[config.mk]
export PLATFORM = sky130hd
export DESIGN_NAME = wwd_top
export DESIGN_NICKNAME = d
export VERILOG_FILES = /design/src/core/wwd_pkg.sv /design/src/core/wwd_top.sv
export SDC_FILE = /design/constraint.sdc
export NUM_CORES = 1
export LEC_CHECK = 0
export ABC_CLOCK_PERIOD_IN_PS = 5000
export BUFFER_PORTS_ARGS = -buffer_cell sky130_fd_sc_hd__buf_4
export CELL_PAD_IN_SITES_DETAIL_PLACEMENT = 1
export CELL_PAD_IN_SITES_GLOBAL_PLACEMENT = 1
export CORE_MARGIN = 5
export CORE_UTILIZATION = 35
export DETAILED_ROUTE_END_ITERATION = 10
export PLACE_DENSITY_LB_ADDON = 0.1
export SLEW_MARGIN = 10
export SYNTH_ARGS = -nofsm -noshare
export SYNTH_HDL_FRONTEND = slang
export SYNTH_SLANG_ARGS = --single-unit
export TNS_END_PERCENT = 30
[constraint.sdc]
create_clock -name sys_clk_in -period 5 [get_ports sys_clk_in]
set_clock_uncertainty 0.1 [all_clocks]
set_input_delay 0 -clock sys_clk_in [delete_from_list [all_inputs] [get_ports sys_clk_in]]
set_output_delay 0 -clock sys_clk_in [all_outputs]
set_load 0.05 [all_outputs]
[src/core/wwd_pkg.sv]
// package for the windowed watchdog: offsets, fields, resets, timing
package wwd_pkg;
  // register byte offsets
  localparam logic [3:0]  CMD_OFS        = 4'h0;
  localparam logic [3:0]  CFG_OFS        = 4'h4;
  localparam logic [3:0]  FLAGS_OFS      = 4'h8;
  // command fields
  localparam int          KEY_LSB        = 24;
  localparam logic [7:0]  CMD_KEY        = 8'ha5;
  localparam int          RESTART_BIT    = 0;
  // config fields
  localparam int          LOAD_LSB       = 0;
  localparam int          FIEN_BIT       = 12;
  localparam int          RSTEN_BIT      = 13;
  localparam int          CORE_ONLY_BIT  = 14;
  localparam int          DIS_BIT        = 15;
  localparam int          DELTA_LSB      = 16;
  localparam int          DBG_HALT_BIT   = 28;
  localparam int          IDLE_HALT_BIT  = 29;
  localparam int          CNT_W          = 12;
  localparam logic [31:0] CFG_RESET      = 32'h3fff2fff;
  localparam logic [31:0] CFG_WMASK      = 32'h3fffffff;
  // flag bits
  localparam int          UNF_BIT        = 0;
  localparam int          ERR_BIT        = 1;
  // slow tick prescaler
  localparam int          PRESCALE       = 128;
  localparam int          PRE_W          = 7;
  // axi responses
  localparam logic [1:0]  RESP_OKAY      = 2'h0;
  localparam logic [1:0]  RESP_SLVERR    = 2'h2;
endpackage : wwd_pkg

[src/core/wwd_top.sv]
// windowed watchdog with axi4-lite register slave
//
// The implementer's own choice: the AXI4-Lite register port.
`timescale 1ns/1ps
// Behaviour
// [RL1] 12-bit down counter, tick is slow/128
// [RL2] processor reset: load 0xFFF, timer running
// [RL3] fault reset enable reads one after reset
// [RL4] config writable once until processor reset
// [RL5] config write reloads and restarts counter
// [RL6] keyed restart reloads counter and prescaler
// [RL7] command key must be 0xA5, else ignored
// [RL8] underflow sets flag, fault if enabled
// [RL9] restart allowed when count at most delta
// [RL10] early restart: error flag and fault
// [RL11] delta at least load: no window errors
// [RL12] interrupt enable gates flags to interrupt
// [RL13] scope bit selects core or full reset
// [RL14] fault reset clears block and flags
// [RL15] status read clears flags, irq, fault
// [RL16] status bit0 underflow, bit1 error, sticky
// [RL17] halt in debug or idle when enabled
// [RL18] disable bit stops the timer
// [RL19] config field layout fixed
// [RL20] disabled: no underflow, errors still checked
module wwd_top
  import wwd_pkg::*;
#(
  parameter int ADDR_W = 4
) (
  // clock and reset
  input  wire logic              sys_clk_in,
  input  wire logic              rst_n_in,
  // axi4-lite write
  input  wire logic [ADDR_W-1:0] s_awaddr_in,
  input  wire logic              s_awvalid_in,
  output logic                   s_awready_out,
  input  wire logic [31:0]       s_wdata_in,
  input  wire logic [3:0]        s_wstrb_in,
  input  wire logic              s_wvalid_in,
  output logic                   s_wready_out,
  output logic [1:0]             s_bresp_out,
  output logic                   s_bvalid_out,
  input  wire logic              s_bready_in,
  // axi4-lite read
  input  wire logic [ADDR_W-1:0] s_araddr_in,
  input  wire logic              s_arvalid_in,
  output logic                   s_arready_out,
  output logic [31:0]            s_rdata_out,
  output logic [1:0]             s_rresp_out,
  output logic                   s_rvalid_out,
  input  wire logic              s_rready_in,
  // system inputs
  input  wire logic              slow_clk_in,
  input  wire logic              core_debug_in,
  input  wire logic              sys_idle_in,
  // fault outputs
  output logic                   fault_irq_out,
  output logic                   wdt_fault_out,
  output logic                   core_reset_req_out,
  output logic                   full_reset_req_out
);

  // write channel state
  logic              aw_hold_r, aw_hold_nxt;
  logic [ADDR_W-1:0] aw_addr_r, aw_addr_nxt;
  logic              w_hold_r, w_hold_nxt;
  logic [31:0]       w_data_r, w_data_nxt;
  logic [3:0]        w_strb_r, w_strb_nxt;
  logic              bvalid_r, bvalid_nxt;
  logic [1:0]        bresp_r, bresp_nxt;
  // read channel state
  logic              rvalid_r, rvalid_nxt;
  logic [31:0]       rdata_r, rdata_nxt;
  logic [1:0]        rresp_r, rresp_nxt;
  // readies registered so every bus output leaves a flop
  logic              awready_r, awready_nxt;
  logic              wready_r, wready_nxt;
  logic              arready_r, arready_nxt;
  // watchdog state
  logic [31:0]       cfg_r, cfg_nxt;
  logic              cfg_locked_r, cfg_locked_nxt;
  logic [CNT_W-1:0]  cnt_r, cnt_nxt;
  logic [PRE_W-1:0]  pre_r, pre_nxt;
  logic [1:0]        flags_r, flags_nxt;
  logic              fault_r, fault_nxt;
  logic              irq_r, irq_nxt;
  logic              core_req_r, core_req_nxt;
  logic              full_req_r, full_req_nxt;
  // synchronisers for off-domain inputs
  logic [1:0]        slow_sync_r;
  logic [1:0]        dbg_sync_r;
  logic [1:0]        idle_sync_r;
  logic              slow_prev_r;
  // decoded strobes
  logic              wr_fire;
  logic              rd_fire;
  logic              cmd_write;
  logic              cfg_write;
  logic              flags_read;
  logic              restart_ok;
  logic              restart_early;
  logic              tick;
  logic              halted;

  // byte-lane merge, used by the config write only
  function automatic logic [31:0] merge_lanes(input logic [31:0] old_v, input logic [31:0] new_v,
                                              input logic [3:0] strb);
    logic [31:0] res;
    res = old_v;
    for (int i = 0; i < 4; i++) begin
      if (strb[i]) begin
        res[i*8 +: 8] = new_v[i*8 +: 8];
      end
    end
    return res;
  endfunction

  // word decode of an address
  function automatic logic is_reg(input logic [ADDR_W-1:0] a, input logic [3:0] ofs);
    return a[3:0] == ofs;
  endfunction

  // level inputs pass two flops; slow clock gets a third for edge detect
  always_ff @(posedge sys_clk_in) begin
    if (!rst_n_in) begin
      slow_sync_r <= 2'h0;
      dbg_sync_r  <= 2'h0;
      idle_sync_r <= 2'h0;
      slow_prev_r <= 1'b0;
    end else begin
      slow_sync_r <= {slow_sync_r[0], slow_clk_in};
      dbg_sync_r  <= {dbg_sync_r[0], core_debug_in};
      idle_sync_r <= {idle_sync_r[0], sys_idle_in};
      slow_prev_r <= slow_sync_r[1];
    end
  end

  // rising edge of synchronised slow clock
  assign tick = slow_sync_r[1] & ~slow_prev_r;

  // access decode
  assign wr_fire       = aw_hold_r & w_hold_r & ~bvalid_r;
  assign rd_fire       = s_arvalid_in & ~rvalid_r;
  assign cmd_write     = wr_fire && is_reg(aw_addr_r, CMD_OFS) && w_strb_r[3]
                         && (w_data_r[KEY_LSB +: 8] == CMD_KEY) && w_data_r[RESTART_BIT]; // [RL7]
  assign cfg_write     = wr_fire && is_reg(aw_addr_r, CFG_OFS) && !cfg_locked_r;
  assign flags_read    = rd_fire && is_reg(s_araddr_in, FLAGS_OFS);
  // window check: count above delta is an early restart
  assign restart_ok    = cmd_write && (cnt_r <= cfg_r[DELTA_LSB +: CNT_W]); // [RL9] [RL11]
  assign restart_early = cmd_write && (cnt_r >  cfg_r[DELTA_LSB +: CNT_W]); // [RL10]
  assign halted        = cfg_r[DIS_BIT] // [RL18] [RL20]
                         || (cfg_r[DBG_HALT_BIT] && dbg_sync_r[1]) // [RL17]
                         || (cfg_r[IDLE_HALT_BIT] && idle_sync_r[1]);

  // axi write path: address and data taken in either order
  always_comb begin
    aw_hold_nxt = aw_hold_r;
    aw_addr_nxt = aw_addr_r;
    w_hold_nxt  = w_hold_r;
    w_data_nxt  = w_data_r;
    w_strb_nxt  = w_strb_r;
    bvalid_nxt  = bvalid_r;
    bresp_nxt   = bresp_r;
    if (s_awvalid_in && !aw_hold_r) begin
      aw_hold_nxt = 1'b1;
      aw_addr_nxt = s_awaddr_in;
    end
    if (s_wvalid_in && !w_hold_r) begin
      w_hold_nxt = 1'b1;
      w_data_nxt = s_wdata_in;
      w_strb_nxt = s_wstrb_in;
    end
    if (wr_fire) begin
      aw_hold_nxt = 1'b0;
      w_hold_nxt  = 1'b0;
      bvalid_nxt  = 1'b1;
      // mapped writes, locked-config and flags included, answer okay; unmapped answer slverr
      bresp_nxt   = (is_reg(aw_addr_r, CMD_OFS) || is_reg(aw_addr_r, CFG_OFS) || is_reg(aw_addr_r, FLAGS_OFS))
                    ? RESP_OKAY : RESP_SLVERR;
    end
    if (bvalid_r && s_bready_in) begin
      bvalid_nxt = 1'b0;
    end
    // ready drops in the same cycle a channel becomes held
    awready_nxt = ~aw_hold_nxt;
    wready_nxt  = ~w_hold_nxt;
  end

  // axi read path: one-cycle answer, held until taken
  always_comb begin
    rvalid_nxt = rvalid_r;
    rdata_nxt  = rdata_r;
    rresp_nxt  = rresp_r;
    if (rd_fire) begin
      rvalid_nxt = 1'b1;
      rresp_nxt  = RESP_OKAY;
      if (is_reg(s_araddr_in, CFG_OFS)) begin
        rdata_nxt = cfg_r;
      end else if (is_reg(s_araddr_in, FLAGS_OFS)) begin
        rdata_nxt = {30'h0, flags_r}; // [RL16]
      end else begin
        rdata_nxt = 32'h0; // command is write-only, reads zero
        rresp_nxt = is_reg(s_araddr_in, CMD_OFS) ? RESP_OKAY : RESP_SLVERR;
      end
    end else if (rvalid_r && s_rready_in) begin
      rvalid_nxt = 1'b0;
    end
    arready_nxt = ~rvalid_nxt; // one read in flight at most
  end

  // watchdog core: config, counter, prescaler, flags, fault
  always_comb begin
    cfg_nxt        = cfg_r;
    cfg_locked_nxt = cfg_locked_r;
    cnt_nxt        = cnt_r;
    pre_nxt        = pre_r;
    flags_nxt      = flags_r;
    fault_nxt      = fault_r;
    if (cfg_write) begin
      cfg_nxt        = merge_lanes(cfg_r, w_data_r, w_strb_r) & CFG_WMASK; // [RL19]
      cfg_locked_nxt = 1'b1; // [RL4]
      cnt_nxt        = cfg_nxt[LOAD_LSB +: CNT_W]; // [RL5]
      pre_nxt        = '0;
    end else if (restart_ok) begin
      cnt_nxt = cfg_r[LOAD_LSB +: CNT_W]; // [RL6]
      pre_nxt = '0;
    end else if (!halted && tick) begin
      pre_nxt = pre_r + 1'b1; // [RL1]
      if (pre_r == PRE_W'(PRESCALE - 1)) begin
        if (cnt_r == '0) begin
          flags_nxt[UNF_BIT] = 1'b1; // [RL8]
          if (cfg_r[RSTEN_BIT]) begin
            fault_nxt = 1'b1;
          end
          cnt_nxt = cfg_r[LOAD_LSB +: CNT_W];
        end else begin
          cnt_nxt = cnt_r - 1'b1; // [RL1]
        end
      end
    end
    // status read clears; an event in the same cycle wins
    if (flags_read) begin
      flags_nxt = 2'h0; // [RL15]
      fault_nxt = 1'b0;
      if (!halted && tick && pre_r == PRE_W'(PRESCALE - 1) && cnt_r == '0 && !cfg_write && !restart_ok) begin
        flags_nxt[UNF_BIT] = 1'b1;
        fault_nxt          = cfg_r[RSTEN_BIT];
      end
    end
    if (restart_early) begin
      flags_nxt[ERR_BIT] = 1'b1; // [RL10]
      fault_nxt          = 1'b1;
    end
    irq_nxt      = cfg_r[FIEN_BIT] && (flags_nxt != 2'h0); // [RL12]
    core_req_nxt = fault_nxt && cfg_r[RSTEN_BIT] && cfg_r[CORE_ONLY_BIT]; // [RL13]
    full_req_nxt = fault_nxt && cfg_r[RSTEN_BIT] && !cfg_r[CORE_ONLY_BIT];
  end

  // registers; rst_n_in is the processor reset, also driven by our fault reset
  always_ff @(posedge sys_clk_in) begin
    if (!rst_n_in) begin
      aw_hold_r    <= 1'b0;
      aw_addr_r    <= '0;
      w_hold_r     <= 1'b0;
      w_data_r     <= 32'h0;
      w_strb_r     <= 4'h0;
      bvalid_r     <= 1'b0;
      bresp_r      <= RESP_OKAY;
      rvalid_r     <= 1'b0;
      rdata_r      <= 32'h0;
      rresp_r      <= RESP_OKAY;
      awready_r    <= 1'b1;
      wready_r     <= 1'b1;
      arready_r    <= 1'b1;
      cfg_r        <= CFG_RESET; // [RL2] [RL3] [RL11]
      cfg_locked_r <= 1'b0; // [RL4]
      cnt_r        <= CFG_RESET[LOAD_LSB +: CNT_W]; // [RL2]
      pre_r        <= '0;
      flags_r      <= 2'h0; // [RL14] [RL15]
      fault_r      <= 1'b0;
      irq_r        <= 1'b0;
      core_req_r   <= 1'b0;
      full_req_r   <= 1'b0;
    end else begin
      aw_hold_r    <= aw_hold_nxt;
      aw_addr_r    <= aw_addr_nxt;
      w_hold_r     <= w_hold_nxt;
      w_data_r     <= w_data_nxt;
      w_strb_r     <= w_strb_nxt;
      bvalid_r     <= bvalid_nxt;
      bresp_r      <= bresp_nxt;
      rvalid_r     <= rvalid_nxt;
      rdata_r      <= rdata_nxt;
      rresp_r      <= rresp_nxt;
      awready_r    <= awready_nxt;
      wready_r     <= wready_nxt;
      arready_r    <= arready_nxt;
      cfg_r        <= cfg_nxt;
      cfg_locked_r <= cfg_locked_nxt;
      cnt_r        <= cnt_nxt;
      pre_r        <= pre_nxt;
      flags_r      <= flags_nxt;
      fault_r      <= fault_nxt;
      irq_r        <= irq_nxt;
      core_req_r   <= core_req_nxt;
      full_req_r   <= full_req_nxt;
    end
  end

  // outputs straight from flops
  assign s_awready_out      = awready_r;
  assign s_wready_out       = wready_r;
  assign s_bvalid_out       = bvalid_r;
  assign s_bresp_out        = bresp_r;
  assign s_arready_out      = arready_r;
  assign s_rvalid_out       = rvalid_r;
  assign s_rdata_out        = rdata_r;
  assign s_rresp_out        = rresp_r;
  assign fault_irq_out      = irq_r;
  assign wdt_fault_out      = fault_r;
  assign core_reset_req_out = core_req_r;
  assign full_reset_req_out = full_req_r;

  // checks
  AST_KEY_GUARD: assert property (@(posedge sys_clk_in) disable iff (!rst_n_in) // [RL7]
    (wr_fire && is_reg(aw_addr_r, CMD_OFS) && w_data_r[KEY_LSB +: 8] != CMD_KEY && !cfg_write)
      |=> $stable(cnt_r) || $past(tick))
    else $error("bad key changed the counter");
  AST_CFG_ONCE: assert property (@(posedge sys_clk_in) disable iff (!rst_n_in) // [RL4]
    cfg_locked_r |=> $stable(cfg_r))
    else $error("locked config changed");
  AST_CFG_RELOAD: assert property (@(posedge sys_clk_in) disable iff (!rst_n_in) // [RL5]
    cfg_write |=> cnt_r == cfg_r[LOAD_LSB +: CNT_W] && pre_r == '0)
    else $error("config write did not reload");
  AST_RESTART: assert property (@(posedge sys_clk_in) disable iff (!rst_n_in) // [RL6]
    restart_ok && !cfg_write |=> cnt_r == cfg_r[LOAD_LSB +: CNT_W] && pre_r == '0)
    else $error("restart did not reload");
  AST_EARLY_ERR: assert property (@(posedge sys_clk_in) disable iff (!rst_n_in) // [RL10]
    restart_early |=> flags_r[ERR_BIT] && fault_r)
    else $error("early restart not flagged");
  AST_UNF: assert property (@(posedge sys_clk_in) disable iff (!rst_n_in) // [RL8]
    (!halted && tick && pre_r == PRE_W'(PRESCALE - 1) && cnt_r == '0 && !cfg_write && !restart_ok
      && !restart_early)
      |=> flags_r[UNF_BIT] && (fault_r == $past(cfg_r[RSTEN_BIT])))
    else $error("underflow not flagged");
  AST_READ_CLR: assert property (@(posedge sys_clk_in) disable iff (!rst_n_in) // [RL15]
    (flags_read && !restart_early && !(tick && cnt_r == '0)) |=> flags_r == 2'h0 && !fault_r)
    else $error("status read did not clear");
  AST_IRQ: assert property (@(posedge sys_clk_in) disable iff (!rst_n_in) // [RL12]
    ##1 irq_r == ($past(cfg_r[FIEN_BIT]) && flags_r != 2'h0))
    else $error("interrupt does not follow flags");
  AST_HALT: assert property (@(posedge sys_clk_in) disable iff (!rst_n_in) // [RL17] [RL18]
    (halted && !cfg_write && !restart_ok) |=> $stable(cnt_r))
    else $error("counter moved while halted");
  AST_SCOPE: assert property (@(posedge sys_clk_in) disable iff (!rst_n_in) // [RL13]
    !(core_reset_req_out && full_reset_req_out))
    else $error("both reset scopes requested");
  AST_FAULT_REQ: assert property (@(posedge sys_clk_in) disable iff (!rst_n_in) // [RL8] [RL13]
    (fault_r && cfg_r[RSTEN_BIT] && $stable(cfg_r)) |-> (core_reset_req_out || full_reset_req_out))
    else $error("enabled fault raised no reset request");
  AST_UNF_STICKY: assert property (@(posedge sys_clk_in) disable iff (!rst_n_in) // [RL16]
    (flags_r[UNF_BIT] && !flags_read) |=> flags_r[UNF_BIT])
    else $error("underflow flag dropped without a read");
  AST_ERR_STICKY: assert property (@(posedge sys_clk_in) disable iff (!rst_n_in) // [RL16]
    (flags_r[ERR_BIT] && !flags_read) |=> flags_r[ERR_BIT])
    else $error("error flag dropped without a read");
  AST_DIS_NO_UNF: assert property (@(posedge sys_clk_in) disable iff (!rst_n_in) // [RL20]
    (cfg_r[DIS_BIT] && !flags_read && !flags_r[UNF_BIT]) |=> !flags_r[UNF_BIT])
    else $error("underflow while disabled");

  COV_RESTART: cover property (@(posedge sys_clk_in) disable iff (!rst_n_in) restart_ok);
  COV_EARLY: cover property (@(posedge sys_clk_in) disable iff (!rst_n_in) restart_early);
  COV_UNF: cover property (@(posedge sys_clk_in) disable iff (!rst_n_in) $rose(flags_r[UNF_BIT]));
  COV_CFG: cover property (@(posedge sys_clk_in) disable iff (!rst_n_in) cfg_write);
  COV_HALT: cover property (@(posedge sys_clk_in) disable iff (!rst_n_in) halted && dbg_sync_r[1]);

endmodule : wwd_top

==> results.json <==
{
  "hold_end": "flags_r[0]",
  "ys_async_sr_fraction_pct": 0,
  "rows": 47,
  "die_w_um": 140,
  "max_slew_margin_pct": 55.7,
  "synth_seq_area_share_pct": 48.2,
  "crit_path_max_incr_delay_ns": 0.61,
  "clock-sinks": 142,
  "hp-start": "s_araddr_in[3]",
  "slowest_stage": "a211o_1",
  "n_antenna_cell": 0,
  "cp.arrival_ns": 3.14,
  "synthCells": 664,
  "place_area_mm2": 0.00674,
  "synth_seq_cells": 142,
  "reg2reg_depth": 10,
  "clock.fmax_mhz": 335,
  "postRouteAntennaNets": 0,
  "cts_setup_buffers": 0,
  "period_minus_slack_ns": 2.98,
  "final_cell_area_mm2": 0.00781,
  "grt_pass1_vias": 5437,
  "core_mm2": 0.0165,
  "irDropWorstVdd_v": 0.000242,
  "fillCellCount": 1884,
  "fp.dieH_um": 140,
  "clk_latency_ns": 0.42,
  "r2r_end": "cnt_r[2]",
  "outcome": "finished clean",
  "setup_viol": 0,
  "fin_util_pct": 47.2,
  "drtPass1Iterations": 4,
  "clock_path_buffers": 2,
  "path_max_fanout": 19,
  "reg2reg_slack_ns": 2.02,
  "synth_edf_count": 0,
  "routed_wirelength_mm": 17.0,
  "endpoint_kind": "register",
  "drv_cap": 0,
  "antenna_found_initial": 0,
  "grt_max_degree": 72,
  "pre_cts_ws_ns": 2.06,
  "path_buf_inv": 1,
  "critPathTopFamily": "compound AO/OA/AOI/OAI gates",
  "ys.warnings.count": 0,
  "path_clk_slew_ns": 0.06,
  "h-tree-depth": 4,
  "power_density_mw_per_mm2": 332,
  "viasPerCell": 4.99,
  "drive_above_1_share_pct": 17.8,
  "drt-initial-drc-count": 299,
  "start_kind": "register",
  "area_growth_pct": 32.5,
  "r2r_start": "cfg_r[17]",
  "grt_setup_unrepaired": "no",
  "required_ns": 5.16,
  "hp-class": "primary input to register",
  "cts_tree": "done",
  "tightest_slew_ns": 0.664,
  "grt_util_all_layers_pct": 17.6,
  "crit_path_frequent_cell": "nor2b_1",
  "grt_overflow": 0,
  "route.vias.total": 5115,
  "layout_setup_ws_ns": 2.02,
  "place.gp.congestion": 0.801,
  "syn_avg_cell_area_um2": 8.88,
  "min_path_cells": 4,
  "dp_hpwl_mm": 11.9,
  "grt_pass1_wl_mm": 27.7,
  "post-route-period-util_pct": 59.7,
  "netlist_area_mm2": 0.00589,
  "ios": 99,
  "numCtsBuffers": 17,
  "drc": 0,
  "root_buffer": "clkbuf_16",
  "fin_nets": 862,
  "synth_flop_cell": "dfxtp_1",
  "post_drt_wl_per_cell_um": 16.6,
  "crit_chain": "inv_1 -> ha_1 -> nor2b_1 -> o211ai_1 -> a211oi_2 -> o41ai_2 -> a211o_1 -> and2_1 -> nor2b_1 -> o311ai_2",
  "port_buffers": 94,
  "start_util_pct": 35.7,
  "drv_slew": 0,
  "tns_ns": 0,
  "die-area_mm2": 0.0195,
  "p_leak_nw": 3.21,
  "final_hold_viol_count": 0,
  "crit_cells": 10,
  "synth.distinct_cells": 53,
  "critPathKind": "register to register"
}
==> routing by layer <==
layer  routed length [µm]  GRT usage (%)  share of wire [%]
met1                 7830           22.4                 46
met2                 8070           29.0                 48
met3                  758           4.91                4.5
met4                  325           5.66                1.9
met5                    0              0                  0
==> worst register-to-register path: stages (launching register included) <==
cell and delay (ns):
dfxtp_1 0.33, inv_1 0.06, ha_1 0.30, nor2b_1 0.13
o211ai_1 0.20, a211oi_2 0.12, o41ai_2 0.34, a211o_1 0.61
and2_1 0.31, nor2b_1 0.20, o311ai_2 0.12
==> layout by cell type (no fill, tap or decap), types with 4 or more instances in the layout <==
master	count
nor2b_1	43
xnor2_1	5
and2_1	15
inv_1	19
buf_4	100
nand2b_1	8
nand2_1	135
o21ai_0	16
a21oi_1	13
and3_1	4
a22oi_1	30
clkinv_4	4
mux2i_1	7
nor3_1	4
dlygate4sd3_1	51
nand4_1	5
nor3b_1	4
nor2_1	28
nor4_1	4
o211ai_1	19
conb_1	4
a21boi_0	43
clkinvlp_4	4
clkbuf_16	17
nand3_1	16
dfxtp_1	142
ha_1	15
xor2_1	8
==> synth_stat cells, drive strengths merged (2+ instances only) <==
| cell | number | area (µm²) |
|---|---|---|
| nor2b | 45 | 289 |
| o21ai | 17 | 85.1 |
| buf | 12 | 78.8 |
| nor2 | 28 | 105 |
| nor3 | 5 | 30.0 |
| nand4 | 5 | 31.3 |
| a222oi | 2 | 20.0 |
| o311ai | 2 | 25.0 |
| mux2i | 7 | 70.1 |
| nand2b | 8 | 50.1 |
| nand3 | 16 | 80.1 |
| o41ai | 2 | 32.5 |
| o211ai | 19 | 143 |
| dfxtp | 142 | 2840 |
| a221oi | 2 | 23.8 |
| nand2 | 135 | 507 |
| nor3b | 5 | 37.5 |
| and4 | 2 | 17.5 |
| nor4 | 4 | 25.0 |
| clkbuf | 32 | 120 |
| and3 | 4 | 25.0 |
| ha | 15 | 188 |
| nand3b | 3 | 22.5 |
| inv | 19 | 71.3 |
| xnor2 | 5 | 43.8 |
| a21oi | 13 | 65.1 |
| a22oi | 30 | 225 |
| a211oi | 3 | 27.5 |
| or3 | 3 | 18.8 |
| xor2 | 8 | 70.1 |
| a21boi | 43 | 323 |
| and2 | 16 | 103 |
==> stage by stage <==
step                      std cells  total power [mW]  hold slack [ns]
after floorplan                 667              1.32           0.0273
after global placement          943              1.39            0.108
after detailed placement        943              1.40            0.119
after CTS                      1025              2.62           0.0868
after global routing           1025              2.70            0.146
final                          1025              2.59            0.106
==> report_power, final <==
| group | internal, mW | leakage (nW) | total (mW) | switching, mW |
|---|---|---|---|---|
| sequential | 1.16 | 1.16 | 1.19 | 0.0238 |
| combinational | 0.0998 | 1.79 | 0.213 | 0.113 |
| clock | 0.695 | 0.264 | 1.19 | 0.497 |
| total | 1.96 | 3.21 | 2.59 | 0.634 |
==> registers in the layout (all words and copies together) (netlist names), 2 cells and up <==
register / flops
idle_sync_r: 2
w_strb_r: 4
slow_sync_r: 2
w_data_r: 32
cfg_r: 30
cnt_r: 12
s_rdata_out: 30
flags_r: 2
dbg_sync_r: 2
aw_addr_r: 4
pre_r: 7
==> kinds of logic after synthesis <==
family                   count (synthesis)  share of synthesized area [%]
AND/OR/NAND/NOR                        281                           23.1
AO/OA/AOI/OAI                          142                           17.7
XOR/XNOR                                13                           1.93
buffers and inverters                   63                           4.59
other                                    1                         0.0636
adder cells (fa/ha/maj)                 15                           3.18
multiplexers                             7                           1.19
flip-flops                             142                           48.2
==> final cells by class <==
cell class              instances  area, µm²  area share [%]
clock buffers                  18        439            5.62
well taps                     220        275            3.53
repair buffers                151       1260            16.2
multi-input cells             462       2800            35.8
clock inverters                13        119            1.52
inverters                      19       71.3           0.913
flip-flops and latches        142       2840            36.4
==> worst max path at each step <==
stage	endpoint	slack (ns)	from
5_1_grt	cnt_r[2]	1.87	cfg_r[17]
2_1_floorplan	cnt_r[0]	2.57	s_bvalid_out
3_5_place_dp	cnt_r[2]	2.06	cfg_r[17]
6_report	cnt_r[2]	2.02	cfg_r[17]
3_3_place_gp	cnt_r[2]	2.20	cfg_r[17]
4_1_cts	cnt_r[2]	2.03	cfg_r[17]
==> timing repair <==
action | CTS | global route
resized for setup | 0 | 0
hold buffers | 51 | 0
hold endpoints to repair | 68 | 0
endpoints found under the setup margin | 0 | 0
Power figures use the tool's default switching activity.
